`config.mk`:
```
export PLATFORM = sky130hd
export DESIGN_NAME = dfx_effects
export DESIGN_NICKNAME = d
export VERILOG_FILES = /design/src/rtl/dfx_pkg.sv /design/src/rtl/dfx_blend_if.sv /design/src/rtl/dfx_effects.sv /design/src/rtl/dfx_blender.sv
export VERILOG_INCLUDE_DIRS = /design/src /design/src/rtl
export SDC_FILE = /design/constraint.sdc
export NUM_CORES = 2
export LEC_CHECK = 0
export BUFFER_PORTS_ARGS = -buffer_cell sky130_fd_sc_hd__buf_2
export CAP_MARGIN = 20
export CORE_MARGIN = 1.5
export CORE_UTILIZATION = 40
export CTS_CLUSTER_DIAMETER = 120
export DETAILED_ROUTE_END_ITERATION = 16
export GPL_TIMING_DRIVEN = 1
export HOLD_SLACK_MARGIN = 0.06
export PLACE_DENSITY_LB_ADDON = 0.25
export SLEW_MARGIN = 15
export SYNTH_ARGS = -nofsm -noshare
export SYNTH_HDL_FRONTEND = slang
export SYNTH_SLANG_ARGS = --single-unit
```
`constraint.sdc`:
```
create_clock -name mclk -period 25.2 [get_ports mclk]
set_input_delay 5.04 -clock mclk [delete_from_list [all_inputs] [get_ports mclk]]
set_output_delay 5.04 -clock mclk [all_outputs]
set_load 0.03 [all_outputs]
```
`src/rtl/dfx_defines.svh`:
```
// Purpose: Constants for the drawing effects pipeline.
// Assumes: Included by its bare name.
// Notes: Field positions refer to 16-bit direct color RGB565 pixels.
`ifndef DFX_DEFINES_SVH
`define DFX_DEFINES_SVH
`define DFX_LINE_WIDTH_MIN 6'h01
`define DFX_LINE_WIDTH_MAX 6'h20
`define DFX_DASH_LEN_LONG 6'h20
`define DFX_DASH_LEN_SHORT 6'h18
`define DFX_TEX_DIM_MAX 13'h1000
`define DFX_ALPHA_W 8
`define DFX_ALPHA_FULL 8'hff
`define DFX_RED_LSB 11
`define DFX_GRN_LSB 5
`define DFX_BLU_LSB 0
`define DFX_TEXEL_DRAW_BIT 15
`define DFX_FRAC_W 8
`define DFX_EDGE_W 4
`endif

```
`src/rtl/dfx_pkg.sv`:
```
// Purpose: Types shared by the drawing effects pipeline.
// Assumes: Nothing is imported; users write dfx_pkg::name.
// Notes: Holds types only.
package dfx_pkg;
	typedef enum logic [1:0] {
		dfx_alpha_off,
		dfx_alpha_reg,
		dfx_alpha_vertex
	} dfx_alpha_sel_type;
	typedef enum logic [1:0] {
		dfx_filt_point,
		dfx_filt_bilinear
	} dfx_filter_type;
	typedef enum logic [1:0] {
		dfx_tblend_decurl,
		dfx_tblend_modulate,
		dfx_tblend_stencil
	} dfx_tblend_type;
	typedef enum logic {
		dfx_fmt_indexed,
		dfx_fmt_direct
	} dfx_color_fmt_type;
endpackage

```
`src/rtl/dfx_blend_if.sv`:
```
// Purpose: Carries one blend request between the pipeline and its blender.
// Assumes: Single clock.
// Notes: The blender answers one cycle after the request.
interface dfx_blend_if;
	logic [15:0] src;
	logic [15:0] dst;
	logic [7:0] coef;
	logic [15:0] mixed;
	modport master (output src, output dst, output coef, input mixed);
	modport slave (input src, input dst, input coef, output mixed);
endinterface

```
`src/rtl/dfx_effects.sv`:
```
// Purpose: Pixel effects stage of a 2D drawing engine.
// Assumes: One pixel per cycle when px_valid is high; inputs synchronous to mclk.
// Notes: Destination pixel is supplied with each source pixel; output lags by two cycles.
`include "dfx_defines.svh"

// How it works
// - Edge coverage blends with destination, only in direct color mode.
// - Line width accepted from 1 to 32 pixels.
// - Dash pattern length is selectable as 32 or 24 bits.
// - Anti-aliasing is disabled while a dash pattern is in use.
// - The transparent key is ignored by every alpha blend.
// - In direct color mode, register alpha applies one coefficient to every direct pixel of a primitive except anti-aliased edge pixels.
// - Vertex alpha is interpolated per pixel like shading.
// - Vertex alpha is only allowed in direct color mode.
// - Texel top bit set draws or blends; cleared may suppress the write.
// - Overlay blends with one coefficient latched per frame.
// - Gouraud color interpolation only in direct color mode.
// - Texture coordinates reach up to 4095 in each direction.
// - 8-bit targets force point sampling and de-curl blending.
// - Input pixels are 8-bit indexed or 16-bit direct.
module dfx_effects #(
	parameter int TEX_DIM = 4096
) (
	// Clock, reset, enable
	input wire logic mclk,
	input wire logic rstn,
	input wire logic ce,
	// Configuration
	input wire dfx_pkg::dfx_color_fmt_type target_fmt,
	input wire dfx_pkg::dfx_alpha_sel_type alpha_sel,
	input wire logic [7:0] reg_alpha,
	input wire logic aa_en,
	input wire logic gouraud_en,
	input wire logic tex_en,
	input wire logic tex_skip_en,
	input wire dfx_pkg::dfx_filter_type tex_filter_req,
	input wire dfx_pkg::dfx_tblend_type tex_blend_req,
	input wire logic [5:0] line_width_req,
	input wire logic dash_en,
	input wire logic dash_short,
	input wire logic [31:0] dash_pattern,
	// Primitive control
	input wire logic prim_start,
	input wire logic [7:0] alpha_start,
	input wire logic signed [8:0] alpha_step,
	input wire logic [15:0] color_start,
	input wire logic signed [15:0] color_step,
	// Pixel stream
	input wire logic px_valid,
	input wire dfx_pkg::dfx_color_fmt_type px_fmt,
	input wire logic [15:0] px_color,
	input wire logic [15:0] px_dst,
	input wire logic [3:0] px_cover,
	input wire logic [15:0] px_texel,
	input wire logic [12:0] tex_u,
	input wire logic [12:0] tex_v,
	// Overlay
	input wire logic frame_start,
	input wire logic [7:0] ovl_alpha,
	input wire logic ovl_valid,
	input wire logic [15:0] ovl_upper,
	input wire logic [15:0] ovl_lower,
	// Results
	output logic out_valid,
	output logic out_write,
	output logic [15:0] out_color,
	output logic ovl_out_valid,
	output logic [15:0] ovl_out_color,
	output logic [5:0] line_width,
	output dfx_pkg::dfx_filter_type tex_filter,
	output dfx_pkg::dfx_tblend_type tex_blend,
	output logic tex_range_err
);
	if (TEX_DIM < 1 || TEX_DIM > int'(`DFX_TEX_DIM_MAX)) begin : g_bad_dim
		$error("TEX_DIM out of range");
	end

	// *****************************************
	// Configuration qualification
	// *****************************************
	logic direct;
	logic aa_on;
	logic vtx_alpha_on;
	logic gouraud_on;
	logic [5:0] nxt_width;
	assign direct = (target_fmt == dfx_pkg::dfx_fmt_direct);
	assign aa_on = aa_en && direct && !dash_en;
	assign vtx_alpha_on = (alpha_sel == dfx_pkg::dfx_alpha_vertex) && direct;
	assign gouraud_on = gouraud_en && direct;
	always_comb begin
		nxt_width = line_width_req;
		if (line_width_req < `DFX_LINE_WIDTH_MIN) begin
			nxt_width = `DFX_LINE_WIDTH_MIN;
		end else if (line_width_req > `DFX_LINE_WIDTH_MAX) begin
			nxt_width = `DFX_LINE_WIDTH_MAX;
		end
	end
	always_ff @(posedge mclk) begin
		if (!rstn) begin
			line_width <= `DFX_LINE_WIDTH_MIN;
			tex_filter <= dfx_pkg::dfx_filt_point;
			tex_blend <= dfx_pkg::dfx_tblend_decurl;
		end else if (ce) begin
			line_width <= nxt_width;
			tex_filter <= direct ? tex_filter_req : dfx_pkg::dfx_filt_point;
			tex_blend <= direct ? tex_blend_req : dfx_pkg::dfx_tblend_decurl;
		end
	end

	// *****************************************
	// Per-primitive interpolators and dash
	// *****************************************
	logic [7:0] alpha_acc_ff;
	logic [15:0] color_acc_ff;
	logic [4:0] dash_idx_ff;
	logic [5:0] dash_len;
	logic dash_on;
	assign dash_len = dash_short ? `DFX_DASH_LEN_SHORT : `DFX_DASH_LEN_LONG;
	assign dash_on = !dash_en || dash_pattern[dash_idx_ff];
	always_ff @(posedge mclk) begin
		if (!rstn) begin
			alpha_acc_ff <= 8'h00;
			color_acc_ff <= 16'h0000;
		end else if (ce) begin
			if (prim_start) begin
				alpha_acc_ff <= alpha_start;
				color_acc_ff <= color_start;
			end else if (px_valid) begin
				alpha_acc_ff <= 8'($signed({1'b0, alpha_acc_ff}) + alpha_step);
				color_acc_ff <= color_acc_ff + 16'(color_step);
			end
		end
	end
	always_ff @(posedge mclk) begin
		if (!rstn) begin
			dash_idx_ff <= 5'h00;
		end else if (ce) begin
			if (prim_start) begin
				dash_idx_ff <= 5'h00;
			end else if (px_valid) begin
				dash_idx_ff <= (6'(dash_idx_ff) + 6'h01 >= dash_len) ? 5'h00 : dash_idx_ff + 5'h01;
			end
		end
	end

	// *****************************************
	// Pixel selection
	// *****************************************
	logic [15:0] src;
	logic [7:0] coef;
	logic write;
	logic tex_ok;
	assign tex_ok = (32'(tex_u) < TEX_DIM) && (32'(tex_v) < TEX_DIM);
	always_comb begin
		// Indexed pixels carry the code in the low byte and bypass blending.
		src = (px_fmt == dfx_pkg::dfx_fmt_direct) ? px_color : {8'h00, px_color[7:0]};
		if (gouraud_on) begin
			src = color_acc_ff;
		end
		if (tex_en) begin
			src = {1'b0, px_texel[14:0]};
		end
		coef = `DFX_ALPHA_FULL;
		if (alpha_sel == dfx_pkg::dfx_alpha_reg) begin
			coef = reg_alpha;
		end else if (vtx_alpha_on) begin
			coef = alpha_acc_ff;
		end
		if (aa_on && px_cover != 4'hf) begin
			coef = {px_cover, 4'h0};
		end
		if (!direct || px_fmt != dfx_pkg::dfx_fmt_direct) begin
			coef = `DFX_ALPHA_FULL;
		end
		write = dash_on;
		if (tex_en && tex_skip_en && !px_texel[`DFX_TEXEL_DRAW_BIT]) begin
			write = 1'b0;
		end
		if (tex_en && !tex_ok) begin
			write = 1'b0;
		end
		// No transparent-key compare: keyed colors blend like any other.
	end

	// *****************************************
	// Blend stage
	// *****************************************
	dfx_blend_if draw_bif ();
	dfx_blend_if ovl_bif ();
	logic [7:0] ovl_coef_ff;
	logic v1_ff;
	logic w1_ff;
	logic e1_ff;
	logic ov1_ff;
	assign draw_bif.src = src;
	assign draw_bif.dst = px_dst;
	assign draw_bif.coef = coef;
	assign ovl_bif.src = ovl_upper;
	assign ovl_bif.dst = ovl_lower;
	assign ovl_bif.coef = ovl_coef_ff;
	dfx_blender u_draw (
		.mclk(mclk),
		.rstn(rstn),
		.ce(ce),
		.bif(draw_bif)
	);
	dfx_blender u_ovl (
		.mclk(mclk),
		.rstn(rstn),
		.ce(ce),
		.bif(ovl_bif)
	);
	always_ff @(posedge mclk) begin
		if (!rstn) begin
			ovl_coef_ff <= 8'h00;
		end else if (ce && frame_start) begin
			ovl_coef_ff <= ovl_alpha;
		end
	end
	always_ff @(posedge mclk) begin
		if (!rstn) begin
			v1_ff <= 1'b0;
			w1_ff <= 1'b0;
			e1_ff <= 1'b0;
			ov1_ff <= 1'b0;
			out_valid <= 1'b0;
			out_write <= 1'b0;
			out_color <= 16'h0000;
			ovl_out_valid <= 1'b0;
			ovl_out_color <= 16'h0000;
			tex_range_err <= 1'b0;
		end else if (ce) begin
			v1_ff <= px_valid;
			w1_ff <= px_valid && write;
			e1_ff <= px_valid && tex_en && !tex_ok;
			ov1_ff <= ovl_valid;
			out_valid <= v1_ff;
			out_write <= w1_ff;
			out_color <= draw_bif.mixed;
			ovl_out_valid <= ov1_ff;
			ovl_out_color <= ovl_bif.mixed;
			tex_range_err <= e1_ff;
		end
	end

	// *****************************************
	// Checks
	// *****************************************
	property p_width_range;
		@(posedge mclk) disable iff (!rstn)
		ce |=> (line_width >= `DFX_LINE_WIDTH_MIN && line_width <= `DFX_LINE_WIDTH_MAX);
	endproperty
	a_width_range: assert property (p_width_range) else $error("line width out of range");
	property p_dash_wrap;
		@(posedge mclk) disable iff (!rstn)
		(ce && dash_short && !prim_start) |=> (dash_idx_ff < 5'h18 || $past(dash_idx_ff) >= 5'h18);
	endproperty
	a_dash_wrap: assert property (p_dash_wrap) else $error("short dash pattern overran");
	property p_no_aa_dash;
		@(posedge mclk) disable iff (!rstn)
		(px_valid && dash_en && alpha_sel == dfx_pkg::dfx_alpha_off) |-> coef == `DFX_ALPHA_FULL;
	endproperty
	a_no_aa_dash: assert property (p_no_aa_dash) else $error("anti-aliasing on dashed line");
	property p_vtx_direct;
		@(posedge mclk) disable iff (!rstn)
		(px_valid && alpha_sel == dfx_pkg::dfx_alpha_vertex && !direct) |-> coef == `DFX_ALPHA_FULL;
	endproperty
	a_vtx_direct: assert property (p_vtx_direct) else $error("vertex alpha outside direct mode");
	property p_tex_skip;
		@(posedge mclk) disable iff (!rstn)
		(ce && px_valid && tex_en && tex_skip_en && !px_texel[`DFX_TEXEL_DRAW_BIT]) ##1 ce |=> !out_write;
	endproperty
	a_tex_skip: assert property (p_tex_skip) else $error("suppressed texel written");
	property p_ovl_hold;
		@(posedge mclk) disable iff (!rstn)
		(ce && !frame_start) |=> $stable(ovl_coef_ff);
	endproperty
	a_ovl_hold: assert property (p_ovl_hold) else $error("overlay coefficient changed mid frame");
	property p_indexed_pt;
		@(posedge mclk) disable iff (!rstn)
		(ce && !direct) |=> (tex_filter == dfx_pkg::dfx_filt_point && tex_blend == dfx_pkg::dfx_tblend_decurl);
	endproperty
	a_indexed_pt: assert property (p_indexed_pt) else $error("8-bit target texture mode wrong");
	property p_full_pass;
		@(posedge mclk) disable iff (!rstn)
		(ce && px_valid && coef == `DFX_ALPHA_FULL) ##1 ce ##1 ce |-> out_color == $past(src, 2);
	endproperty
	a_full_pass: assert property (p_full_pass) else $error("full coefficient altered source");
	property p_reg_alpha;
		@(posedge mclk) disable iff (!rstn)
		(px_valid && alpha_sel == dfx_pkg::dfx_alpha_reg && direct && px_fmt == dfx_pkg::dfx_fmt_direct && !aa_on)
			|-> coef == reg_alpha;
	endproperty
	a_reg_alpha: assert property (p_reg_alpha) else $error("register alpha not applied");
	property p_shade_idx;
		@(posedge mclk) disable iff (!rstn)
		(px_valid && gouraud_en && !direct && !tex_en && px_fmt == dfx_pkg::dfx_fmt_direct) |-> src == px_color;
	endproperty
	a_shade_idx: assert property (p_shade_idx) else $error("shading applied to 8-bit target");
	property p_tex_range;
		@(posedge mclk) disable iff (!rstn)
		(ce && px_valid && tex_en && (32'(tex_u) >= TEX_DIM || 32'(tex_v) >= TEX_DIM)) ##1 ce
			|=> (tex_range_err && !out_write);
	endproperty
	a_tex_range: assert property (p_tex_range) else $error("texture coordinate outside plane");
endmodule

```
`src/rtl/dfx_blender.sv`:
```
// Purpose: Per-channel alpha blend of two RGB565 pixels.
// Assumes: Coefficient 8'hff means all source.
// Notes: Result is registered; latency one cycle.
`include "dfx_defines.svh"
module dfx_blender (
	// Clock and reset
	input wire logic mclk,
	input wire logic rstn,
	input wire logic ce,
	// Blend request
	dfx_blend_if.slave bif
);
	// *****************************************
	// Channel mix
	// *****************************************
	function automatic logic [5:0] mix_ch(input logic [5:0] s, input logic [5:0] d, input logic [7:0] a);
		logic [15:0] acc;
		acc = 16'(s) * 16'(a) + 16'(d) * 16'(8'hff - a) + 16'h007f;
		mix_ch = 6'(acc / 16'h00ff);
	endfunction

	logic [15:0] mixed_ff;
	logic [15:0] nxt_mixed;
	always_comb begin
		nxt_mixed[15:11] = 5'(mix_ch({1'b0, bif.src[15:11]}, {1'b0, bif.dst[15:11]}, bif.coef));
		nxt_mixed[10:5] = mix_ch(bif.src[10:5], bif.dst[10:5], bif.coef);
		nxt_mixed[4:0] = 5'(mix_ch({1'b0, bif.src[4:0]}, {1'b0, bif.dst[4:0]}, bif.coef));
	end
	always_ff @(posedge mclk) begin
		if (!rstn) begin
			mixed_ff <= 16'h0000;
		end else if (ce) begin
			mixed_ff <= nxt_mixed;
		end
	end
	assign bif.mixed = mixed_ff;
endmodule

```
==> out/metrics.cfg <==
[grt]
grt_overflow_total=0
grt_max_degree=77
grt_pass1_vias=30490
grt_pass1_wl_um=158000
grt_usage=0.2261
antenna_found_initial=17

[worst_setup_path]
rr_worst_depth=38
slowest_delay_ps=860
crit_type=in2reg
worstPathArrival_ps=18530
crit_path_end_kind=register
required_ps=25590
cp_num_buf_inv=4
path_delay_family=compound AO/OA/AOI/OAI gates
path_common_cell=fa_1
cpMaxStageDelayCell=a2111oi_1
rrSetupSlack_ps=12270
reg2reg_from=alpha_acc_ff[4]$_SDFFE_PN0P_
timing.rr.end=u_draw.bif.mixed[11]$_SDFFE_PN0P_
cp-start-kind=input pin
critical_path_peak_fanout=18

[min_path]
holdPathEnd=tex_filter[1]$_SDFFE_PN0P_
worstHoldStart=tex_filter[1]$_SDFFE_PN0P_
worstHoldPathCells=2
hold_class=reg2reg

[place]
portBuffers=254
gp_congestion=0.8918
hpwl_um=76860

[finish]
layout_commonest_cell=inv_1
final_nets=5289
layout-drive-gt1-share=0.09998
fillers=8348
multiInputGateArea_mm2=0.02859
regArea_mm2=0.002382
areaGrowthSynthToFinish_pct=8.703
final_cell_mix=492 x inv_1, 405 x nand2_1, 390 x fa_1

[timing]
worstMarginPinSlew_ps=1066
slew_headroom=0.2874
finalCritPeriodShare=0.7199
slew_violations=0
setup_viol=0
hold_violations=0
finalCriticalPeriod_ps=18140
rsz0062_at_grt=false
clock.fmax_ghz=0.05512
finalSetupTns_ps=0
holdWs_ps=458.1
fin_worst_skew_ps=18.46

[yosys]
ys_seq_area_frac=0.07131
synth-edff-count=0
synthArstFlopShare=0
yosys_most_used_dff=dfxtp_1
syn_inst=4239
avgSynthCellArea_um2=7.881
ys_warn_count=0
synth_cell_types=110
syn-cell-area_mm2=0.03341
syn_nets=5130
yosys_register_bits=119

[clocking]
clock_latency_ps=500
clockBufferDepth=2
holdBufCountCts=0
post_cts_resized=0
cts_made_buffers=17
htreeDepth=4
cts.reportedPaths.clkPinSlew_ps=80
cts_setup_buffers=0
root_buffer=clkbuf_16
tritoncts=done
clock_sinks=119

[route]
vias_per_cell=5.662
top_layer_used=met5
num_vias=31100
met2_length_um=42370
dr.pass1.iters=8
met3_wirelength_um=6481
wl_per_cell_um=17.39
drc=0
drt-met1-wl_um=44720
antenna_left=0
totalWireLength_um=95510
drt_iter0_drc=2052

[floorplan]
chipHeight_um=292.0
die_area_mm2=0.08527
die_w_um=292.0
start_util=0.4056
ioPinCount=280
std_cell_rows=105
coreArea_mm2=0.08237

[run]
maxCapViolCount=0

[run_status]
status=finished, final reports clean

-- registers in the layout, indices dropped and copies added, names as in the netlist, 5 cells and up --
signal,count
alpha_acc_ff,8
color_acc_ff,16
dash_idx_ff,5
line_width,6
out_color,16
ovl_bif.coef,8
ovl_out_color,16
u_draw.bif.mixed,16
u_ovl.bif.mixed,16
-- synthesized netlist by cell type (16+ instances only) --
cell	n	area (um^2)
a211oi_1	76	570.6
a21boi_0	16	120.1
dfxtp_1	119	2382
clkbuf_1	125	469.2
o21a_1	44	330.3
o21bai_1	23	172.7
xnor2_1	123	1077
o211ai_1	51	382.9
nand4_1	37	231.5
mux2i_1	84	840.8
buf_1	18	67.56
and3_1	95	594.3
o22ai_1	16	100.1
or2_2	35	219.0
or3_1	28	175.2
a31oi_1	33	206.5
a21o_1	54	405.4
nand3_1	94	470.5
o31ai_1	27	202.7
o21ai_0	185	925.9
nor2b_1	91	569.3
mux2_2	18	202.7
a211o_1	25	219.0
a21oi_1	216	1081
ha_1	267	3341
nand2b_1	93	581.8
nor4_1	27	168.9
nand2_1	405	1520
nor2_1	342	1284
inv_1	492	1847
xor2_1	47	411.6
and2_1	102	638.1
fa_1	390	7807
nor3_1	89	445.4
-- layout make-up --
type / instances / share of cell area
antenna: 11 / 0.0007579
clock buffer: 17 / 0.01171
clock inverter: 15 / 0.004341
inverter: 493 / 0.05102
multi-input combinational: 3477 / 0.7872
sequential: 119 / 0.06560
tap: 1070 / 0.03686
timing repair buffer: 290 / 0.04251
-- cells by family (layout without fill, tap and decap cells) --
family	count (synthesis)	in the layout	share of synthesized area
XOR/XNOR	171	171	0.04524
other	0	11	0
multiplexers	113	113	0.03839
AO/OA/AOI/OAI	1013	1013	0.2093
AND/OR/NAND/NOR	1514	1514	0.2262
adder cells (fa/ha/maj)	666	666	0.3364
buffers and inverters	643	815	0.07322
flip-flops	119	119	0.07131
-- metrics by stage --
| step | utilization | instances | instance area (um^2) | setup slack (ps) |
|---|---|---|---|---|
| 2_1_floorplan | - | 4239 | 33410 | 8669 |
| 3_3_place_gp | 0.4335 | 5449 | 35710 | 6910 |
| 3_5_place_dp | 0.4335 | 5449 | 35710 | 6858 |
| 4_1_cts | 0.4406 | 5481 | 36290 | 7350 |
| 5_1_grt | 0.4407 | 5486 | 36300 | 6126 |
| 6_report | 0.4409 | 5492 | 36320 | 7058 |
-- how the worst max path moves through the flow --
stage,from,to,depth (start not counted)
after floorplan,target_fmt,u_draw.bif.mixed[11]$_SDFFE_PN0P_,43
after global placement,target_fmt,u_draw.bif.mixed[11]$_SDFFE_PN0P_,39
after detailed placement,target_fmt,u_draw.bif.mixed[11]$_SDFFE_PN0P_,39
after CTS,target_fmt,u_draw.bif.mixed[11]$_SDFFE_PN0P_,39
after global routing,target_fmt,u_draw.bif.mixed[11]$_SDFFE_PN0P_,39
final,target_fmt,u_draw.bif.mixed[11]$_SDFFE_PN0P_,39
-- worst reg2reg max path, delay by kind of cell, from the launching register on --
family | cells | cell delay, ps
AO/OA/AOI/OAI | 20 | 6560
XOR/XNOR | 3 | 890
adder cells (fa/ha/maj) | 7 | 3110
buffers and inverters | 3 | 320
flip-flops | 1 | 340
AND/OR/NAND/NOR | 5 | 1610
-- routing by layer --
layer  vias to the layer above  global-route usage
met5                         -                   0
met4                         6             0.05843
met2                       843              0.3606
met3                       103             0.03631
met1                     15030              0.3167
li1                      15120                   -
Power is not shown: default switching activity piles up to over one toggle a cycle in this logic, so the estimate is an artifact.
